`config.mk`:
```
export PLATFORM = sky130hd
export DESIGN_NAME = inor_resolver
export DESIGN_NICKNAME = d
export VERILOG_FILES = /design/src/hw/inor_pkg.sv /design/src/hw/inor_resolver.sv
export SDC_FILE = /design/constraint.sdc
export NUM_CORES = 1
export LEC_CHECK = 0
export BUFFER_PORTS_ARGS = -buffer_cell sky130_fd_sc_hd__buf_2
export CAP_MARGIN = 20
export CORE_UTILIZATION = 25
export DETAILED_ROUTE_END_ITERATION = 16
export RECOVER_POWER = 100
export SYNTH_ARGS = -nofsm -noshare
export SYNTH_HDL_FRONTEND = slang
export SYNTH_SLANG_ARGS = --single-unit
```
`constraint.sdc`:
```
create_clock -name ref_clk -period 3.8 [get_ports ref_clk]
set_input_delay 0.76 -clock ref_clk [delete_from_list [all_inputs] [get_ports ref_clk]]
set_output_delay 0.76 -clock ref_clk [all_outputs]
set_load 0.03 [all_outputs]
```
`src/hw/inor_pkg.sv`:
```
// Package of constants for the natural order interrupt resolver
// =====================================================================
// =====================================================================
package inor_pkg;
    localparam int unsigned NUM_SOURCES   = 82;
    localparam int unsigned VEC_W         = 7;
    localparam int unsigned VEC_SOFTWARE  = 0;
    localparam int unsigned VEC_DMA2_SCNT = 42;
    localparam logic [6:0]  VEC_RESET     = 7'h00;
    localparam logic        LEVEL_HIGH    = 1'b1;
    localparam logic        LEVEL_LOW     = 1'b0;
endpackage

```
`src/hw/inor_resolver.sv`:
```
// Natural order interrupt resolver, one clock, registered outputs
`timescale 1ns/1ps
module inor_resolver
    import inor_pkg::*;
#(
    parameter int unsigned N_SRC = NUM_SOURCES
) (
    input  wire logic             ref_clk,
    input  wire logic             rst,
    input  wire logic [N_SRC-1:0] source_pending_flags,
    input  wire logic [N_SRC-1:0] source_enable,
    input  wire logic [N_SRC-1:0] source_priority_level_select,
    input  wire logic             sw_irq_req,
    input  wire logic             dma_ch2_source_count_event,
    output logic                  irq_valid_r,
    output logic                  irq_high_r,
    output logic [VEC_W-1:0]      cpu_working_register_r
);

    // =================================================================
    // Sizing
    // =================================================================
    // Groups split one long priority chain into two short ones
    localparam int unsigned GRP_W   = 8;
    localparam int unsigned LOC_W   = $clog2(GRP_W);
    localparam int unsigned N_GRP   = (N_SRC + GRP_W - 1) / GRP_W;
    localparam int unsigned GIDX_W  = (N_GRP > 1) ? $clog2(N_GRP) : 1;
    localparam int unsigned N_PAD   = N_GRP * GRP_W;
    localparam int unsigned MAX_VEC = N_SRC - 1;

    // =================================================================
    // Elaboration checks
    // =================================================================
    // Both fixed sources need a slot of their own
    if (N_SRC < VEC_DMA2_SCNT + 1) begin : g_too_few_src
        $error("inor_resolver: N_SRC leaves no slot for the fixed sources");
    end

    // Every rank must fit the vector handed to the core
    if (MAX_VEC >= (1 << VEC_W)) begin : g_vec_too_narrow
        $error("inor_resolver: N_SRC exceeds what the vector can number");
    end

    // A group of one would leave the local index without bits
    if (GRP_W < 2) begin : g_grp_too_small
        $error("inor_resolver: GRP_W must be at least 2");
    end

    // =================================================================
    // Request gathering
    // =================================================================
    logic [N_SRC-1:0] req_raw;
    logic [N_SRC-1:0] req;

    // Only the two fixed slots have a dedicated line besides their flag
    function automatic logic inor_extra_line(
        input int unsigned slot,
        input logic        sw_line,
        input logic        dma_line
    );
        logic hit;
        hit = 1'b0;
        if (slot == VEC_SOFTWARE) begin
            hit = sw_line;
        end else if (slot == VEC_DMA2_SCNT) begin
            hit = dma_line;
        end
        return hit;
    endfunction

    for (genvar s = 0; s < N_SRC; s++) begin : g_src
        // Extra lines join before the enable, so a masked slot stays silent
        assign req_raw[s] = source_pending_flags[s]
                          | inor_extra_line(s, sw_irq_req, dma_ch2_source_count_event);
        assign req[s]     = req_raw[s] & source_enable[s];
    end

    // =================================================================
    // Level split
    // =================================================================
    logic [N_SRC-1:0] req_hi;
    logic [N_SRC-1:0] req_lo;

    for (genvar s = 0; s < N_SRC; s++) begin : g_level
        assign req_hi[s] = req[s] & (source_priority_level_select[s] == LEVEL_HIGH);
        assign req_lo[s] = req[s] & (source_priority_level_select[s] == LEVEL_LOW);
    end

    // =================================================================
    // Request summary
    // =================================================================
    logic any_req;
    logic any_hi;
    logic any_lo;

    assign any_req = |req;
    assign any_hi  = |req_hi;
    assign any_lo  = |req_lo;

    // =================================================================
    // Scan helpers
    // =================================================================
    // Lowest set bit of a group; scanned from the top so bit 0 is taken last
    function automatic logic [LOC_W-1:0] inor_first_loc(
        input logic [GRP_W-1:0] v
    );
        logic [LOC_W-1:0] idx;
        idx = {LOC_W{1'b0}};
        for (int i = GRP_W - 1; i >= 0; i--) begin
            if (v[i]) begin
                idx = LOC_W'(i);
            end
        end
        return idx;
    endfunction

    // Same search over the group summary bits
    function automatic logic [GIDX_W-1:0] inor_first_grp(
        input logic [N_GRP-1:0] v
    );
        logic [GIDX_W-1:0] idx;
        idx = {GIDX_W{1'b0}};
        for (int i = N_GRP - 1; i >= 0; i--) begin
            if (v[i]) begin
                idx = GIDX_W'(i);
            end
        end
        return idx;
    endfunction

    // =================================================================
    // Group scan
    // =================================================================
    logic [N_PAD-1:0] hi_pad;
    logic [N_PAD-1:0] lo_pad;
    logic [N_GRP-1:0] grp_any_hi;
    logic [N_GRP-1:0] grp_any_lo;
    logic [LOC_W-1:0] grp_loc_hi [N_GRP];
    logic [LOC_W-1:0] grp_loc_lo [N_GRP];

    // Padding costs a few constant bits but keeps every group the same width
    for (genvar p = 0; p < N_PAD; p++) begin : g_pad
        if (p < N_SRC) begin : g_live
            assign hi_pad[p] = req_hi[p];
            assign lo_pad[p] = req_lo[p];
        end else begin : g_fill
            assign hi_pad[p] = 1'b0;
            assign lo_pad[p] = 1'b0;
        end
    end

    for (genvar g = 0; g < N_GRP; g++) begin : g_grp
        // Each group resolves on its own; the next stage only picks a group
        assign grp_any_hi[g] = |hi_pad[g*GRP_W +: GRP_W];
        assign grp_any_lo[g] = |lo_pad[g*GRP_W +: GRP_W];
        assign grp_loc_hi[g] = inor_first_loc(hi_pad[g*GRP_W +: GRP_W]);
        assign grp_loc_lo[g] = inor_first_loc(lo_pad[g*GRP_W +: GRP_W]);
    end

    // =================================================================
    // Winner per level
    // =================================================================
    logic [GIDX_W-1:0] win_grp_hi;
    logic [GIDX_W-1:0] win_grp_lo;
    logic [VEC_W-1:0]  win_vec_hi;
    logic [VEC_W-1:0]  win_vec_lo;

    // The rank is the vector number itself, so no setting can reorder it
    function automatic logic [VEC_W-1:0] inor_join(
        input logic [GIDX_W-1:0] grp,
        input logic [LOC_W-1:0]  loc
    );
        int unsigned flat;
        flat = int'(grp) * GRP_W + int'(loc);
        return VEC_W'(flat);
    endfunction

    always_comb begin
        win_grp_hi = inor_first_grp(grp_any_hi);
        win_grp_lo = inor_first_grp(grp_any_lo);
        win_vec_hi = inor_join(win_grp_hi, grp_loc_hi[win_grp_hi]);
        win_vec_lo = inor_join(win_grp_lo, grp_loc_lo[win_grp_lo]);
    end

    // =================================================================
    // Resolution
    // =================================================================
    logic             valid_nxt;
    logic             high_nxt;
    logic [VEC_W-1:0] vec_nxt;

    always_comb begin
        // High level outranks low; order within a level is by vector only
        valid_nxt = any_req;
        high_nxt  = any_hi;

        if (any_hi) begin
            vec_nxt = win_vec_hi;
        end else if (any_lo) begin
            vec_nxt = win_vec_lo;
        end else begin
            // Idle keeps the last winner for a core that reads it late
            vec_nxt = cpu_working_register_r;
        end
    end

    // =================================================================
    // Output registers
    // =================================================================
    // One edge of latency buys outputs that come straight from flops
    always_ff @(posedge ref_clk) begin
        if (rst) begin
            irq_valid_r            <= 1'b0;
            irq_high_r             <= 1'b0;
            cpu_working_register_r <= VEC_RESET;
        end else begin
            irq_valid_r            <= valid_nxt;
            irq_high_r             <= high_nxt;
            cpu_working_register_r <= vec_nxt;
        end
    end

endmodule

```
==> results.md, run 1 <==
- Post-Route Hold Slack: around 0.50 ns
- Vias in the first global route: 5502
- Area of the mapped netlist: between 3000 and 4000 sq um
- CP Buf/Inv Count: 2
- First-pass GRT wire length: between 20 and 30 mm
- CTS Sinks: 9
- Grt total ovfl: 0
- Total of max-cap violations: 0
- Hold Path Depth: 2
- Outcome: complete, no violations
- Relative slew slack: between 50 and 60%
- Post-DP Area: between 5000 and 6000 sq um
- Cell breakdown of the critical path: buf_2 -> and3b_1 -> or2_1 -> or4_1 -> or4_1 -> buf_4 -> nor2_1 -> nand2_1 -> o311ai_1 -> a31oi_1 -> a211oi_1
- Number of detailed-route iterations in the first pass: 5
- Largest net degree at the start of global routing: 14
- Io pins: ~260
- Setup_tns: 0 ns
- Syn Area/Cell: approximately 6.4 sq um
- Resized cells post-CTS: 0
- Max Slew Vio Count: 0
- Mapped Nets: 846
- RSZ-0062 raised after global routing: no
- Top_reg_cell synth: dfxtp_1
- Rows: between 40 and 50
- Clock share of power: between 15 and 20%
- Psw: approximately 0.00042 W
- Tcrit/Tclk final: between 90% and 100%
- Total Power: between 0.0009 and 0.001 W
- I/O Buffers: ~260
- Critical Path Start Type: primary input
- Combinational fraction of design power: a little over two thirds
- CTS clk-pin slew, worst paths: 0.04 ns
- CP max-delay cell: or4_1
- CTS tree: yes
- DRC: 0
- Initial antenna violation count: 0
- Setup bufs post-CTS: 0
- H-tree lvl count: 1
- CP top delay family: simple AND/OR/NAND/NOR gates
- GRT Util Overall: roughly a fifth
- Die area: 15900 sq um
- Final hold vios: 0
- Final min period: 3.47 ns
- Pleak: about 2.7 nW
- Die Ht: 126 um
- Post-synth EDFFs: 0
- Skew final: 0 ns
- Syn-to-layout area delta: 44.1%
- Worst slew pin tran: 0.682 ns
- Number of routed nets with antenna violations: 0
- RD Place Congestion: ~0.91
- Int Power: ~0.00054 W
- Async SR Flop Fraction: 0%
- Cells after synthesis: 596
- Yosys top cell area share: 10.6%
- Sequential power share: between 10 and 15%
- Area leader, netlist: nand3_1
- YS warnings: 0
- Max stage delay on crit path: approximately 0.63 ns
- Die Wd: 126 um
- Bufs on Longest Clock Path: 2
- Max VDD drop: roughly 0.10 mV
- Layout cells sized above 1: around a third
- Switching share of power: 44.0%
- Vias/cell: 5.58
- CP max FO: 4
- Filler Cell Count: approximately 1600
- Total CTS buffers: 3
- Req. time, crit path: ~4.0 ns
- Final wirelength: roughly 17 mm
- Drt initial violations: 326
- Reg2Reg Depth: 4
- Final nets: between 1000 and 1500
- DP HPWL: around 15 mm
- WP depth: 11
- Root Driver: clkbuf_16
- Fmax: a little under 300 MHz
- Vias: 5874
- Crit Path Category: primary input to flip-flop
- Flops & latches, synth: 9
- Power Dens Cells: 175 nW/um^2
- Core box area: 14800 sq um
- CP endpoint kind: flip-flop
- Post-layout util: between 30% and 40%
- Synth cell types: 84
- Arr. time, crit path: approximately 3.6 ns
- Hold WC Path Type: flip-flop to flip-flop
- Design area: approximately 5500 sq um
- Routed WL per cell: about 16 um
- Worst-Skew Late Latency: roughly 0.24 ns
- Initial Util: between 20% and 30%
- Most used cell, CP: or4_1
- Endpoints failing setup: 0
- # diodes: 0
- Hold buffers post-CTS: 0
- Sequential area share after synthesis: 4.69%
- Top post-synthesis cells by area: nand3_1 (11%), and3b_1 (8.7%), nand2_1 (7.5%)
[cells in the mapped netlist, drive strengths merged (4+ instances only)]
cell type  instances
nand3             81
nand2             77
nor2              48
and3b             38
o21ai             37
nand3b            33
a21oi             25
nand4             19
and3              18
nor3              14
nand2b            12
a31oi             11
nor2b             11
o22ai             11
dfxtp              9
nor4               9
or4                9
a211oi             8
o211ai             7
o311ai             7
or3                7
mux2i              6
or2                6
a311oi             5
buf                5
o21bai             5
o31ai              5
a41oi              4
and4               4
inv                4
nor4b              4
o2111ai            4
or4b               4
[worst min-delay path: stages, from the launching register on]
cell      delay (ns)
dfxtp_1         0.30
nor2_1          0.09
a211oi_1        0.05
[through the flow]
step           setup slack, ns  cells
2_1_floorplan            0.483    596
3_3_place_gp             0.191   1048
3_5_place_dp             0.194   1048
4_1_cts                  0.421   1052
5_1_grt                  0.113   1052
6_report                 0.329   1052
[flip-flops by register name, indices dropped and copies added, names as in the netlist]
name                    count
cpu_working_register_r      7
irq_high_r                  1
irq_valid_r                 1
[power by group through the flow]
stage	logic, W	clock network, W	registers, W
global placement	0.000660	0	0.000107
detailed placement	0.000666	0	0.000107
CTS	0.000669	0.000191	0.000106
global route	0.000741	0.000196	0.000106
floorplan	0.000349	0	0.000119
finish	0.000674	0.000187	0.000105
[placed cells by master, fill, tap and decap left out, types with 10 or more instances in the layout]
cell      count
a21oi_1      25
buf_4        15
nand2b_1     11
nor3_1       13
and3b_1      38
and3_1       17
o21ai_0      33
o22ai_1      11
nand3b_1     33
nand4_1      19
a31oi_1      11
clkbuf_1     11
nand2_1      77
nand3_1      81
nor2b_1      10
nor2_1       47
buf_2       249
[routing by layer]
metal / wire (um) / track usage [%]
met4: 280 / 4.18
met2: 8160 / 38.0
met5: 0 / 0
met3: 1180 / 2.59
met1: 7480 / 26.1
[kinds of logic after synthesis]
logic type             after synthesis  share of synthesized area, %
AO/OA/AOI/OAI                      165                          30.9
AND/OR/NAND/NOR                    404                          61.4
flip-flops                           9                          4.69
buffers and inverters               12                          1.47
multiplexers                         6                          1.56
[worst paths after layout]
path	from	endpoint	slack [ns]
max	source_enable[4]	cpu_working_register_r[1]$_SDFFE_PP0P_	0.33
min	cpu_working_register_r[5]$_SDFFE_PP0P_	cpu_working_register_r[5]$_SDFFE_PP0P_	0.50
max reg2reg	cpu_working_register_r[0]$_SDFFE_PP0P_	cpu_working_register_r[0]$_SDFFE_PP0P_	2.77
min reg2reg	cpu_working_register_r[5]$_SDFFE_PP0P_	cpu_working_register_r[5]$_SDFFE_PP0P_	0.50
[final cells by class]
type                       instances  area, sq um  area share, %
multi-input combinational        575         3610           65.2
timing repair buffer             276         1420           25.7
tap                              184          230           4.16
sequential                         9          180           3.26
clock buffer                       3         75.1           1.36
inverter                           4         15.0          0.271
clock inverter                     1         5.00         0.0905
Power figures use the tool's default switching activity.
==> run 2, diff against run 1 <==
--- a/config.mk
+++ b/config.mk
@@ -5,6 +5,7 @@
 export SDC_FILE = /design/constraint.sdc
 export NUM_CORES = 1
 export LEC_CHECK = 0
+export ABC_AREA = 1
 export BUFFER_PORTS_ARGS = -buffer_cell sky130_fd_sc_hd__buf_2
 export CAP_MARGIN = 20
 export CORE_UTILIZATION = 25
==> results.md, run 2 <==
- CP endpoint kind: flip-flop (unchanged)
- Hold buffers post-CTS: 0 (unchanged)
- Vias in the first global route: 5435 (was 5502)
- Most frequent cells in the layout: nand2_1 (285), buf_2 (248), nor2_1 (152) (was buf_2 (249), nand3_1 (81), nand2_1 (77))
- Relative slew slack: 65.4% (was 54.1%)
- Worst slew pin tran: 0.519 ns (was 0.682 ns)
- Syn-to-layout area delta: 38.7% (was 44.1%)
- Io pins: 259 (unchanged)
- Layout cells sized above 1: 31.7% (was 34.1%)
- Combinational fraction of design power: 70.1% (was 69.7%)
- Largest register by flop count: cpu_working_register_r (unchanged)
- Final min period: 2.92 ns (was 3.47 ns)
- Fmax: 342 MHz (was 288 MHz)
- RSZ-0062 raised after global routing: no (unchanged)
- GRT Util Overall: 18.6% (was 20.8%)
- Die area: 16700 sq um (was 15900 sq um)
- Area of the mapped netlist: 4040 sq um (was 3840 sq um)
- Setup bufs post-CTS: 0 (unchanged)
- R2r setup slk: 3.19 ns (was 2.77 ns)
- Power Dens Cells: 173 nW/um^2 (was 175 nW/um^2)
- Critical Path Start Type: primary input (unchanged)
- Post-synth EDFFs: 0 (unchanged)
- Number of detailed-route iterations in the first pass: 7 (was 5)
- Arr. time, crit path: 3.10 ns (was 3.62 ns)
- Total CTS buffers: 3 (unchanged)
- Setup_tns: 0 ns (unchanged)
- Tcrit/Tclk final: 77.0% (was 91.4%)
- Sequential power share: 10.7% (was 10.9%)
- Largest registers: cpu_working_register_r x7, irq_high_r x1, irq_valid_r x1 (unchanged)
- CP max FO: 8 (was 4)
- DRC: 0 (unchanged)
- Routed WL per cell: 12.2 um (was 16.3 um)
- CTS clk-pin slew, worst paths: 0.04 ns (about the same)
- Resized cells post-CTS: 0 (unchanged)
- Hold WC Path Type: flip-flop to flip-flop (unchanged)
- Filler Cell Count: 1804 (was 1647)
- Skew final: 0 ns (unchanged)
- Cells after synthesis: 830 (was 596)
- Rows: 46 (was 44)
- CTS Sinks: 9 (unchanged)
- Int Power: 0.000503 W (was 0.000542 W)
- Area leader, netlist: nand2_1 (was nand3_1)
- Vias: 5968 (was 5874)
- Pleak: 3.23 nW (was 2.73 nW)
- Total of max-cap violations: 0 (unchanged)
- Outcome: complete, no violations (unchanged)
- Crit Path Category: primary input to flip-flop (unchanged)
- Drt initial violations: 216 (was 326)
- Post-layout util: 35.4% (was 37.5%)
- DP HPWL: 14.5 mm (was 15.2 mm)
- Root Driver: clkbuf_16 (unchanged)
- Bufs on Longest Clock Path: 2 (unchanged)
- I/O Buffers: 258 (unchanged)
- Req. time, crit path: 3.97 ns (was 3.95 ns)
- Die Ht: 129 um (was 126 um)
- Top cells by count, synth: nand2_1 (284), nor2_1 (152), nand3_1 (131) (was nand3_1 (81), nand2_1 (77), nor2_1 (46))
- Top post-synthesis cells by area: nand2_1 (26%), nand3_1 (16%), nor2_1 (14%) (was nand3_1 (11%), and3b_1 (8.7%), nand2_1 (7.5%))
- Yosys top cell area share: 26.4% (was 10.6%)
- Syn Area/Cell: 4.87 sq um (was 6.44 sq um)
- Final nets: 1336 (was 1119)
- Max VDD drop: 0.106 mV (was 0.105 mV)
- Register area: 180 sq um (unchanged)
- Top-count cell post-synth: nand2_1 (was nand3_1)
- Worst-Skew Late Latency: 0.23 ns (was 0.24 ns)
- Async SR Flop Fraction: 0% (unchanged)
- YS warnings: 0 (unchanged)
- H-tree lvl count: 1 (unchanged)
- Top_reg_cell synth: dfxtp_1 (unchanged)
- Grt total ovfl: 0 (unchanged)
- Area of the multi-input gates: 3520 sq um (was 3610 sq um)
- Vias/cell: 4.58 (was 5.58)
- RD Place Congestion: 0.934 (was 0.915)
- Flops & latches, synth: 9 (unchanged)
- Sequential area share after synthesis: 4.46% (was 4.69%)
- Number of routed nets with antenna violations: 0 (unchanged)
- First-pass GRT wire length: 24.9 mm (was 26.8 mm)
- Endpoints failing setup: 0 (unchanged)
- Psw: 0.000467 W (was 0.000425 W)
- CTS tree: yes (unchanged)
- Commonest non-fill, non-tap cell in the layout: nand2_1 (was buf_2)
- Clock share of power: 19.2% (was 19.4%)
- Die Wd: 129 um (was 126 um)
- Final wirelength: 15.9 mm (was 17.1 mm)
- Final hold vios: 0 (unchanged)
- Initial Util: 25.5% (was 26.0%)
- Switching share of power: 48.2% (was 44.0%)
- Mapped Nets: 1080 (was 846)
- Synth cell types: 42 (was 84)
- Largest register FFs: 7 (unchanged)
- Max Slew Vio Count: 0 (unchanged)
- Largest net degree at the start of global routing: 18 (was 14)
- Initial antenna violation count: 2 (was 0)
- Core box area: 15800 sq um (was 14800 sq um)
==> run 2: cell types whose count changed in the layout (fill, tap and decap cells not counted), sizes merged, moves of 11 or more <==
cell | before | now
nand3 | 81 | 144
nand4 | 19 | 4
nor2b | 11 | 0
o21ai | 37 | 26
buf | 265 | 248
inv | 4 | 68
nand2b | 12 | 0
nand3b | 33 | 3
nand2 | 77 | 308
and3b | 38 | 0
nor2 | 48 | 174
and3 | 18 | 0
==> run 2: final cells by class <==
type                            instances  share of cell area, %
Antenna cell                            2                 0.0893
Clock buffer                            4                   1.41
Inverter                               70                   4.73
Multi-Input combinational cell        744                   62.9
Sequential cell                         9                   3.22
Tap cell                              216                   4.82
Timing Repair Buffer                  258                   22.8
==> run 2: power by group through the flow <==
stage / clock network, W / registers [W] / logic [W]
finish: 0.000186 / 0.000104 / 0.000680
global route: 0.000194 / 0.000105 / 0.000769
CTS: 0.000190 / 0.000104 / 0.000688
detailed placement: 0 / 0.000105 / 0.000685
global placement: 0 / 0.000105 / 0.000679
floorplan: 0 / 0.000117 / 0.000404
==> run 2: final timing paths <==
path,from,to,cells after the start
worst max-delay path,source_pending_flags[50],cpu_working_register_r[0]$_SDFFE_PP0P_,14
worst min-delay path,cpu_working_register_r[6]$_SDFFE_PP0P_,cpu_working_register_r[6]$_SDFFE_PP0P_,2
worst max register to register,cpu_working_register_r[2]$_SDFFE_PP0P_,cpu_working_register_r[2]$_SDFFE_PP0P_,2
worst min register to register,cpu_working_register_r[6]$_SDFFE_PP0P_,cpu_working_register_r[6]$_SDFFE_PP0P_,2
==> run 2: critical path: stages <==
cell and delay (ns):
buf_2 0.11, nand3_2 0.07, nand2_1 0.09, nor2_2 0.13
nand4_1 0.18, nor3_1 0.34, nand2_1 0.16, nor3_4 0.18
nand2_1 0.21, clkinvlp_2 0.24, nand4_1 0.15, inv_1 0.24
nand2_1 0.11, a21oi_2 0.13
==> run 2: kinds of logic after synthesis <==
group           synth area share (%)
buf+inv                         7.78
flops                           4.46
simple gates                    73.4
compound gates                  14.3
==> run 2: per-layer routing <==
metal	share of wire (%)	wire (um)	GRT usage, %	vias to the layer above
li1	-	-	-	3220
met1	44	7000	22.8	2524
met2	49	7730	34.4	208
met3	5.5	878	1.61	16
met4	1.6	252	5.26	0
met5	0	0	0	-
==> run 2: metrics by stage <==
stage | std cells | worst slack, ns | power [W] | area (sq um) | hold slack (ns)
floorplan | 830 | 1.49 | 0.000521 | 4040 | 0.585
global placement | 1297 | 0.899 | 0.000784 | 5550 | 0.448
detailed placement | 1297 | 0.899 | 0.000790 | 5550 | 0.453
CTS | 1301 | 1.13 | 0.000982 | 5630 | 0.457
global route | 1303 | 0.596 | 0.00107 | 5600 | 0.477
finish | 1303 | 0.875 | 0.000970 | 5600 | 0.459
